--- config.mk ---
export PLATFORM = sky130hd
export DESIGN_NAME = wdt_sleep_ctrl
export DESIGN_NICKNAME = d
export VERILOG_FILES = /design/src/shared/wdt_sleep_pkg.sv /design/src/lf_tick_gen.sv /design/src/wdt_sleep_ctrl.sv
export VERILOG_INCLUDE_DIRS = /design/src /design/src/shared
export SDC_FILE = /design/constraint.sdc
export NUM_CORES = 1
export LEC_CHECK = 0
export BUFFER_PORTS_ARGS = -buffer_cell sky130_fd_sc_hd__buf_2
export CAP_MARGIN = 20
export CORE_MARGIN = 1
export CORE_UTILIZATION = 53
export CTS_CLUSTER_DIAMETER = 50
export DETAILED_ROUTE_END_ITERATION = 10
export GPL_ROUTABILITY_DRIVEN = 0
export PLACE_DENSITY = 0.84
export REMOVE_ABC_BUFFERS = 1
export SYNTH_ARGS = -nofsm -noshare
export SYNTH_HDL_FRONTEND = slang
export SYNTH_HIERARCHICAL = 1
export SYNTH_SLANG_ARGS = --single-unit
--- constraint.sdc ---
create_clock -name i_clk -period 5.2 [get_ports i_clk]
set_clock_uncertainty 0.2 [all_clocks]
set_input_delay 1.04 -clock i_clk [delete_from_list [all_inputs] [get_ports i_clk]]
set_output_delay 1.04 -clock i_clk [all_outputs]
set_load 0.02 [all_outputs]
--- src/shared/wdt_sleep_regs.svh ---
/*
 * Register offsets, field positions, reset values and timing counts of the
 * watchdog and sleep controller.
 * Assumes a 32-bit APB slave with byte addresses and one register per word.
 */
`ifndef WDT_SLEEP_REGS_SVH
`define WDT_SLEEP_REGS_SVH

// ----------------------------------------------------------------------------
// register byte offsets
// ----------------------------------------------------------------------------
`define OFS_CTRL 8'h00
`define OFS_STATUS 8'h04
`define OFS_IRQ_STAT 8'h08
`define OFS_IRQ_MASK 8'h0C
`define OFS_COUNT 8'h10

// ----------------------------------------------------------------------------
// field positions
// ----------------------------------------------------------------------------
`define CTRL_SWEN_BIT 0
`define CTRL_PS_LSB 1
`define CTRL_PS_MSB 5
`define STAT_TO_BIT 0
`define STAT_PD_BIT 1
`define STAT_SLEEP_BIT 2
`define STAT_ACTIVE_BIT 3
`define IRQ_WDT_WAKE 0
`define IRQ_INT_WAKE 1
`define IRQ_WDT_RESET 2
`define IRQ_SLEEP 3
`define IRQ_W 4

// ----------------------------------------------------------------------------
// reset values and limits
// ----------------------------------------------------------------------------
`define PS_RESET 5'h0B
`define PS_MAX 5'h12

// ----------------------------------------------------------------------------
// timing: oscillator edges in one nominal watchdog tick
// ----------------------------------------------------------------------------
`define LFOSC_HZ 31000
`define TICK_PERIOD_MS 1
`define LF_EDGES_PER_TICK ((`LFOSC_HZ * `TICK_PERIOD_MS) / 1000)

`endif

--- src/shared/wdt_sleep_pkg.sv ---
/*
 * Types of the watchdog and sleep controller: modes, states and carriers.
 * Assumes the constants of wdt_sleep_regs.svh for offsets and fields.
 */
package wdt_sleep_pkg;

    // two-bit enable configuration word
    typedef enum logic [1:0] {
        CFG_OFF = 2'b00,
        CFG_SW = 2'b01,
        CFG_AWAKE = 2'b10,
        CFG_ON = 2'b11
    } wdt_cfg_t;

    // power state machine, one-hot
    typedef enum logic [4:0] {
        ST_AWAKE = 5'b00001,
        ST_ASLEEP = 5'b00010,
        ST_OST_WAIT = 5'b00100,
        ST_RESUME = 5'b01000,
        ST_ISR_CALL = 5'b10000
    } pm_state_t;

    // apb request from the master
    typedef struct packed {
        logic psel;
        logic penable;
        logic pwrite;
        logic [7:0] paddr;
        logic [31:0] pwdata;
    } apb_req_t;

    // apb answer of the slave
    typedef struct packed {
        logic [31:0] prdata;
        logic pready;
        logic pslverr;
    } apb_rsp_t;

    // events from the cpu core and clock system
    typedef struct packed {
        logic clear_watchdog_instruction;
        logic sleep_instr;
        logic osc_fail;
        logic osc_startup_timer;
        logic crystal_mode;
        logic global_interrupt_enable;
    } core_evt_t;

    // controls back to the cpu core
    typedef struct packed {
        logic cpu_clk_en;
        logic fetch_next;
        logic resume;
        logic call_isr;
        logic wdt_reset;
    } core_ctl_t;

endpackage

--- src/lf_tick_gen.sv ---
/*
 * Nominal 1 ms tick from the 31 kHz low-frequency internal oscillator.
 * Assumes i_low_freq_internal_osc is a level synchronous to i_clk and much
 * slower than it, so each high phase spans several clock cycles.
 */
`timescale 1ns/10ps
`default_nettype none

module lf_tick_gen #(
    parameter int DIV = 31
) (
    input wire logic i_clk,
    input wire logic i_rst_n,
    input wire logic i_low_freq_internal_osc,
    input wire logic i_clr,
    output logic o_tick
);

    localparam int CW = $clog2(DIV);

    typedef struct packed {
        logic osc_q;
        logic [CW-1:0] edges;
        logic tick;
    } tick_st_t;

    tick_st_t r;
    tick_st_t next_r;

    // --------------------------------------------------------------------
    // edge counting
    // --------------------------------------------------------------------
    // count oscillator rising edges, restart on clear
    always_comb begin
        next_r = r;
        next_r.osc_q = i_low_freq_internal_osc;
        next_r.tick = 1'b0;
        if (i_clr) begin
            next_r.edges = '0;
        end else if (i_low_freq_internal_osc && !r.osc_q) begin
            if (r.edges == CW'(DIV - 1)) begin
                next_r.edges = '0;
                next_r.tick = 1'b1;
            end else begin
                next_r.edges = r.edges + CW'(1);
            end
        end
    end

    // state register
    always_ff @(posedge i_clk or negedge i_rst_n) begin
        if (!i_rst_n) begin
            r <= '0;
        end else begin
            r <= next_r;
        end
    end

    assign o_tick = r.tick;

endmodule

`default_nettype wire

--- src/wdt_sleep_ctrl.sv ---
/*
 * Watchdog timer with power-down entry and wake-up control, APB registers
 * and a maskable interrupt for its events.
 * Assumes the core pulses its instruction events for one cycle, that device
 * resets arrive on i_rst_n, and that all inputs are synchronous to i_clk.
 */
// The register offsets and register access over APB are this design's own decisions.
`timescale 1ns/10ps
`default_nettype none

`include "wdt_sleep_regs.svh"

// Function
// count only 1 ms ticks from oscillator
// config 11: active always, sleep too
// config 10: active awake, off asleep
// config 01: software enable bit decides
// config 00: always disabled
// prescale select sets 1 ms to 256 s
// prescale resets to 2 s period
// clear on reset, instruction, sleep, wake, faults
// oscillator divider change leaves count alone
// crystal wake holds count clear until startup
// sleep time-out wakes, updates status flags
// awake time-out requests device reset
// sleep clears power-down, sets time-out, stops cpu
// ports hold their drive during sleep
// reset sources reset; others resume execution
// sleep instruction prefetches next instruction
// enabled source wakes regardless of global enable
// run prefetched, then isr if enabled
module wdt_sleep_ctrl import wdt_sleep_pkg::*; #(
    parameter int PORT_W = 8,
    parameter int IRQ_SRC = 8,
    parameter int CNT_W = 19,
    parameter int LF_DIV = `LF_EDGES_PER_TICK
) (
    input wire logic i_clk,
    input wire logic i_rst_n,
    input wire apb_req_t i_apb,
    output apb_rsp_t o_apb,
    input wire logic [1:0] i_watchdog_enable_config,
    input wire logic i_low_freq_internal_osc,
    input wire core_evt_t i_core,
    output core_ctl_t o_core,
    input wire logic [IRQ_SRC-1:0] i_int_flags,
    input wire logic [IRQ_SRC-1:0] i_int_enables,
    input wire logic [PORT_W-1:0] i_port_out,
    input wire logic [PORT_W-1:0] i_port_oe_n,
    output logic [PORT_W-1:0] o_port_out,
    output logic [PORT_W-1:0] o_port_oe_n,
    output logic o_timeout_flag,
    output logic o_power_down_flag,
    output logic o_irq
);

    // ------------------------------------------------------------------------
    // state
    // ------------------------------------------------------------------------
    typedef struct packed {
        pm_state_t state;
        logic [CNT_W-1:0] count;
        logic software_watchdog_enable;
        logic [4:0] timeout_prescale_select;
        logic timeout_flag;
        logic power_down_flag;
        logic wake_int;
        logic [`IRQ_W-1:0] irq_stat;
        logic [`IRQ_W-1:0] irq_mask;
        logic irq;
        apb_rsp_t apb;
        core_ctl_t ctl;
        logic [PORT_W-1:0] port_out;
        logic [PORT_W-1:0] port_oe_n;
    } st_t;

    localparam st_t RST_VAL = '{
        state: ST_AWAKE,
        count: '0,
        software_watchdog_enable: 1'b0,
        timeout_prescale_select: `PS_RESET,
        timeout_flag: 1'b1,
        power_down_flag: 1'b1,
        wake_int: 1'b0,
        irq_stat: '0,
        irq_mask: '0,
        irq: 1'b0,
        apb: '0,
        ctl: '{cpu_clk_en: 1'b1, default: 1'b0},
        port_out: '0,
        port_oe_n: '1
    };

    st_t r;
    st_t next_r;
    logic tick;
    logic clr;

    // ------------------------------------------------------------------------
    // millisecond time base
    // ------------------------------------------------------------------------
    // oscillator-derived tick only
    lf_tick_gen #(
        .DIV(LF_DIV)
    ) u_tick (
        .i_clk(i_clk),
        .i_rst_n(i_rst_n),
        .i_low_freq_internal_osc(i_low_freq_internal_osc),
        .i_clr(clr),
        .o_tick(tick)
    );

    // ------------------------------------------------------------------------
    // next-state logic
    // ------------------------------------------------------------------------
    // watchdog, power states, flags and register access
    always_comb begin
        logic asleep;
        logic active;
        logic [4:0] ps_eff;
        logic [CNT_W-1:0] limit;
        logic timeout;
        logic sleep_entry;
        logic wake;
        logic int_req;
        logic access;
        logic commit;
        logic [`IRQ_W-1:0] evt;
        logic [`IRQ_W-1:0] w1c;
        asleep = (r.state == ST_ASLEEP) || (r.state == ST_OST_WAIT);
        active = 1'b0;
        ps_eff = '0;
        limit = '0;
        timeout = 1'b0;
        sleep_entry = 1'b0;
        wake = 1'b0;
        int_req = 1'b0;
        access = i_apb.psel && i_apb.penable;
        commit = access && r.apb.pready;
        evt = '0;
        w1c = '0;
        next_r = r;
        next_r.ctl.fetch_next = 1'b0;
        next_r.ctl.resume = 1'b0;
        next_r.ctl.call_isr = 1'b0;
        next_r.ctl.wdt_reset = 1'b0;

        // enable mode from the configuration word
        unique case (wdt_cfg_t'(i_watchdog_enable_config))
            // always on
            CFG_ON: active = 1'b1;
            // off in sleep
            CFG_AWAKE: active = !asleep;
            // software enable bit
            CFG_SW: active = r.software_watchdog_enable;
            // always disabled
            CFG_OFF: active = 1'b0;
        endcase

        // period is 2^select milliseconds, select above 18 treated as 18
        ps_eff = (r.timeout_prescale_select > `PS_MAX) ? `PS_MAX : r.timeout_prescale_select;
        limit = (CNT_W'(1) << ps_eff) - CNT_W'(1);
        timeout = active && tick && (r.count == limit);
        int_req = |(i_int_flags & i_int_enables);

        // power state sequencing
        unique case (r.state)
            ST_AWAKE: begin
                if (timeout) begin
                    // reset request when awake
                    next_r.ctl.wdt_reset = 1'b1;
                    next_r.timeout_flag = 1'b0;
                    evt[`IRQ_WDT_RESET] = 1'b1;
                end else if (i_core.sleep_instr) begin
                    // enter power-down
                    sleep_entry = 1'b1;
                    next_r.state = ST_ASLEEP;
                    next_r.power_down_flag = 1'b0;
                    next_r.timeout_flag = 1'b1;
                    next_r.ctl.cpu_clk_en = 1'b0;
                    // prefetch following instruction
                    next_r.ctl.fetch_next = 1'b1;
                    evt[`IRQ_SLEEP] = 1'b1;
                end
            end
            ST_ASLEEP: begin
                if (timeout) begin
                    // wake instead of reset
                    wake = 1'b1;
                    next_r.timeout_flag = 1'b0;
                    next_r.wake_int = 1'b0;
                    evt[`IRQ_WDT_WAKE] = 1'b1;
                end else if (int_req) begin
                    // own enable, global ignored
                    wake = 1'b1;
                    next_r.wake_int = 1'b1;
                    evt[`IRQ_INT_WAKE] = 1'b1;
                end
                if (wake) begin
                    // crystal waits for startup timer
                    if (i_core.crystal_mode) begin
                        next_r.state = ST_OST_WAIT;
                    end else begin
                        next_r.state = ST_RESUME;
                        next_r.ctl.cpu_clk_en = 1'b1;
                        next_r.ctl.resume = 1'b1;
                    end
                end
            end
            ST_OST_WAIT: begin
                if (!i_core.osc_startup_timer) begin
                    next_r.state = ST_RESUME;
                    next_r.ctl.cpu_clk_en = 1'b1;
                    next_r.ctl.resume = 1'b1;
                end
            end
            ST_RESUME: begin
                // prefetched runs, then isr call
                if (r.wake_int && i_core.global_interrupt_enable) begin
                    next_r.state = ST_ISR_CALL;
                    next_r.ctl.call_isr = 1'b1;
                end else begin
                    next_r.state = ST_AWAKE;
                end
            end
            ST_ISR_CALL: begin
                next_r.state = ST_AWAKE;
            end
        endcase

        // clearing conditions of the count
        clr = i_core.clear_watchdog_instruction || sleep_entry || wake || i_core.osc_fail
            || !active || i_core.osc_startup_timer || (r.state == ST_OST_WAIT);
        // divider changes are not a clear
        if (clr || timeout) begin
            next_r.count = '0;
        end else if (tick) begin
            next_r.count = r.count + CNT_W'(1);
        end

        // ports follow the core only while awake
        if (r.state == ST_AWAKE) begin
            next_r.port_out = i_port_out;
            next_r.port_oe_n = i_port_oe_n;
        end

        // apb read data in the first access cycle
        next_r.apb.pready = access && !r.apb.pready;
        next_r.apb.pslverr = 1'b0;
        next_r.apb.prdata = '0;
        if (access && !r.apb.pready) begin
            unique case (i_apb.paddr)
                `OFS_CTRL: begin
                    next_r.apb.prdata[`CTRL_SWEN_BIT] = r.software_watchdog_enable;
                    next_r.apb.prdata[`CTRL_PS_MSB:`CTRL_PS_LSB] = r.timeout_prescale_select;
                end
                `OFS_STATUS: begin
                    next_r.apb.prdata[`STAT_TO_BIT] = r.timeout_flag;
                    next_r.apb.prdata[`STAT_PD_BIT] = r.power_down_flag;
                    next_r.apb.prdata[`STAT_SLEEP_BIT] = asleep;
                    next_r.apb.prdata[`STAT_ACTIVE_BIT] = active;
                end
                `OFS_IRQ_STAT: next_r.apb.prdata[`IRQ_W-1:0] = r.irq_stat;
                `OFS_IRQ_MASK: next_r.apb.prdata[`IRQ_W-1:0] = r.irq_mask;
                `OFS_COUNT: next_r.apb.prdata[CNT_W-1:0] = r.count;
                default: next_r.apb.pslverr = 1'b1;
            endcase
        end

        // apb writes take effect at the completing edge
        if (commit && i_apb.pwrite) begin
            unique case (i_apb.paddr)
                `OFS_CTRL: begin
                    next_r.software_watchdog_enable = i_apb.pwdata[`CTRL_SWEN_BIT];
                    next_r.timeout_prescale_select = i_apb.pwdata[`CTRL_PS_MSB:`CTRL_PS_LSB];
                end
                `OFS_IRQ_STAT: w1c = i_apb.pwdata[`IRQ_W-1:0];
                `OFS_IRQ_MASK: next_r.irq_mask = i_apb.pwdata[`IRQ_W-1:0];
                default: w1c = '0;
            endcase
        end

        // sticky events, a set beats a clear
        next_r.irq_stat = (r.irq_stat & ~w1c) | evt;
        next_r.irq = |(next_r.irq_stat & next_r.irq_mask);
    end

    // ------------------------------------------------------------------------
    // state register
    // ------------------------------------------------------------------------
    // any reset clears count, prescale default
    always_ff @(posedge i_clk or negedge i_rst_n) begin
        if (!i_rst_n) begin
            r <= RST_VAL;
        end else begin
            r <= next_r;
        end
    end

    // ------------------------------------------------------------------------
    // outputs, all from flip-flops
    // ------------------------------------------------------------------------
    // resume pulses for wake, reset only externally
    assign o_apb = r.apb;
    assign o_core = r.ctl;
    assign o_port_out = r.port_out;
    assign o_port_oe_n = r.port_oe_n;
    assign o_timeout_flag = r.timeout_flag;
    assign o_power_down_flag = r.power_down_flag;
    assign o_irq = r.irq;

endmodule

`default_nettype wire

==> impl_metrics.yaml <==
clock_tree:
  post_cts_buffers: 0
  clock_path_buffers: 2
  numClockSinks: 91
  clk-insertion-delay-late_ns: 0.38
  tritoncts_clock_tree: "built"
  clk_pin_slew_ns: 0.10
  post_cts_hold_buffer_count: 0
  cts_resized: 0
  htreeDepth: 3
  tritoncts.num_buffers: 9
  clock_tree_root: "clkbuf_8"
grt:
  antenna_found_initial: 0
  overflow: 0
  grtUsageTotal: 0.238
  first_global_vias: 4291
  grt_pass1_wl_mm: 19.5
  largest_net_degree_at_the_start_of_global_routing: 92
power_and_ir_drop:
  power.combinational.fraction: 0.253
  cell_int_power_uw: 1150
  power.density_nw_per_um2: 309
  report.power.total_uw: 1780
  seqPwrFrac: 0.497
  vdd_drop_max_uv: 209
  power.static_leakage_uw: 0.00275
  sw_frac_of_total: 0.354
  p_sw_uw: 628
  clock_power_share: 0.250
drt:
  drt_pass1_iterations: 5
  met2WireLength_mm: 6.13
  route.detailed.wl_per_inst_microns: 15.8
  first_iter_violations: 230
  top_signal_layer_used: "met4"
  drt_drc_violations_left: 0
  detailroute.wirelength.met3_microns: 812
  via_per_inst: 5.85
  ant_nets: 0
  postRouteWirelength_mm: 12.1
  drt-met1-wl_mm: 4.84
  routed-via-count: 4486
placement:
  port_buffers: 104
  dp.final_hpwl_mm: 8.69
  area_of_placed_instances_sq_um: 5540
sta:
  slew_margin_rel: 0.513
  timing.final.setup_violations: 0
  layout_worst_path_cycle_share: 0.886
  achievable-frequency_mhz: 217
  worst_slew_pin_slew_ns: 0.728
  min_period_ns: 4.61
  report.final.slew_viol_count: 0
  timing_hold_violations_final: 0
  tns_ns: 0
  rsz0062_at_grt: "no"
yosys:
  netlist.area_leader.share: 0.355
  synthDistinctLibCells: 75
  syn-mean-instance-area_sq_um: 9.08
  syn_inst: 591
  synth-edff-count: 0
  synth_warnings: 6
  yosys-top-cells-area: "dfrtp_1 35%, buf_4 7.7%, dfstp_2 7.3%"
  post_synth_instance_area_sq_um: 5360
  dominantRegCellSynth: "dfrtp_1"
  ys_top_cells_by_count: "79 x nand2_1, 76 x dfrtp_1, 55 x buf_4, 41 x nor2_1, 27 x clkbuf_1"
  yosysTopAreaCell: "dfrtp_1"
  sequential_to_total_area_share_from_yosys_stat: 0.428
  synth_seq_cells: 91
  async_flop_share: 1.00
  count_leader_synth: "nand2_1"
layout:
  design_area_sq_um: 5750
  layout-drive-gt1-share: 0.235
  syn2layout_area_growth_pct: 7.11
  finish.net_count: 719
  fillcell_total: 842
  finalCoreUtilization: 0.588
  antenna_diode_count: 0
critical_path:
  cp_slowest_cell: "dfstp_2"
  setup.worst_path.class: "flip-flop to flip-flop"
  worst-endpoint-arrival_ns: 4.70
  timing.critical_path.from_type: "flip-flop"
  worstSetupEndpointType: "flip-flop"
  timing.critical_path.fanout_max: 24
  cpPeakStageDelay_ns: 0.81
  crit_path_cell_trace: "nor2_1 > nand3_1 > ha_1 > a211oi_1 > or4b_1 > or4_1 > or4b_4 > nand3_1 > nand3_1 > nor3_1"
  timing.critical_path.mode_cell: "nand3_1"
  ff2ff_path_depth: 10
  critical_path_required_ns: 5.29
hold_path:
  hp-class: "flip-flop to flip-flop"
  hold_critical_path_depth: 2
die:
  io-pin-count: 144
  initial_utilization: 0.549
  core_region_area_sq_um: 9770
  chip_height_microns: 103
  core.rowCount: 36
  die-width_microns: 103
  design.die.area_sq_um: 10500
run_status:
  status: "finished, final reports clean"
run:
  cap_violations: 0
-- through the flow --
step	instances	setup slack [ns]	hold slack, ns
2_1_floorplan	511	1.09	0.265
3_3_place_gp	750	0.739	0.244
3_5_place_dp	750	0.619	0.251
4_1_cts	766	0.598	0.263
5_1_grt	767	0.271	0.276
6_report	767	0.594	0.263
-- state kept, by name (all words and copies together) (netlist names) --
| signal | cells |
|---|---|
| o_core | 5 |
| u_tick/r | 6 |
| o_timeout_flag | 1 |
| o_port_out | 8 |
| o_power_down_flag | 1 |
| o_apb | 21 |
| o_port_oe_n | 8 |
| r | 39 |
| u_tick/o_tick | 1 |
| o_irq | 1 |
-- cells in the final DEF (no fill, tap or decap), types with 7 or more instances in the layout --
master,n
buf_2,103
nand2_1,79
dfrtp_1,76
nor2_1,41
nand3_1,25
and3_1,20
a21oi_1,17
xor2_1,15
dfstp_2,15
inv_1,14
nor3_1,13
conb_1,13
o21ai_0,11
xnor2_1,11
and4_1,10
nand4_1,10
clkbuf_8,9
a31oi_1,8
a22oi_1,7
-- metal layers --
layer | global-route usage | vias to the layer above
met4 | 0.102 | 0
met1 | 0.293 | 2167
met5 | 0 | -
met3 | 0.0556 | 34
li1 | - | 2087
met2 | 0.399 | 198
-- path summary, 6_finish.rpt --
check                                       to           start  slack (ns)
min in group asynchronous                r[89]         i_rst_n        0.41
max in group asynchronous       o_port_oe_n[0]         i_rst_n        3.72
worst max-delay path             u_tick/o_tick           r[68]        0.59
worst min-delay path            o_port_oe_n[5]  o_port_oe_n[5]        0.26
worst max register to register   u_tick/o_tick           r[68]        0.59
worst min register to register  o_port_oe_n[5]  o_port_oe_n[5]        0.26
-- cell families after synthesis --
family / synth area share
other: 0.000699
adders and majority gates: 0.00933
xor gates and xnor gates: 0.0425
DFF: 0.428
AOI/OAI and AO/OA: 0.136
buffers and inverters: 0.117
muxes: 0.0240
and+or+nand+nor: 0.243
-- final cells by class --
| cell class | count | area, sq um | area share |
|---|---|---|---|
| clock buffers | 9 | 124 | 0.0216 |
| multi-input cells | 405 | 2480 | 0.432 |
| repair buffers | 107 | 566 | 0.0984 |
| inverters | 15 | 56.3 | 0.00980 |
| flip-flops and latches | 91 | 2300 | 0.400 |
| well taps | 133 | 166 | 0.0290 |
| clock inverters | 7 | 52.6 | 0.00915 |
-- power groups by stage --
stage                     registers [uW]  logic, uW  clock network (uW)
after global routing                 894        496                 479
after global placement               888        425                   0
after CTS                            881        447                 453
after detailed placement             892        447                   0
final                                882        450                 444
after floorplan                      975        195                   0
-- worst max-delay path: cells and delay by family (launching register included) --
kind	cells	cell delay [ns]
DFF	1	0.81
AOI/OAI and AO/OA	1	0.11
adders and majority gates	1	0.59
and+or+nand+nor	8	2.81
Power figures use the tool's default switching activity.
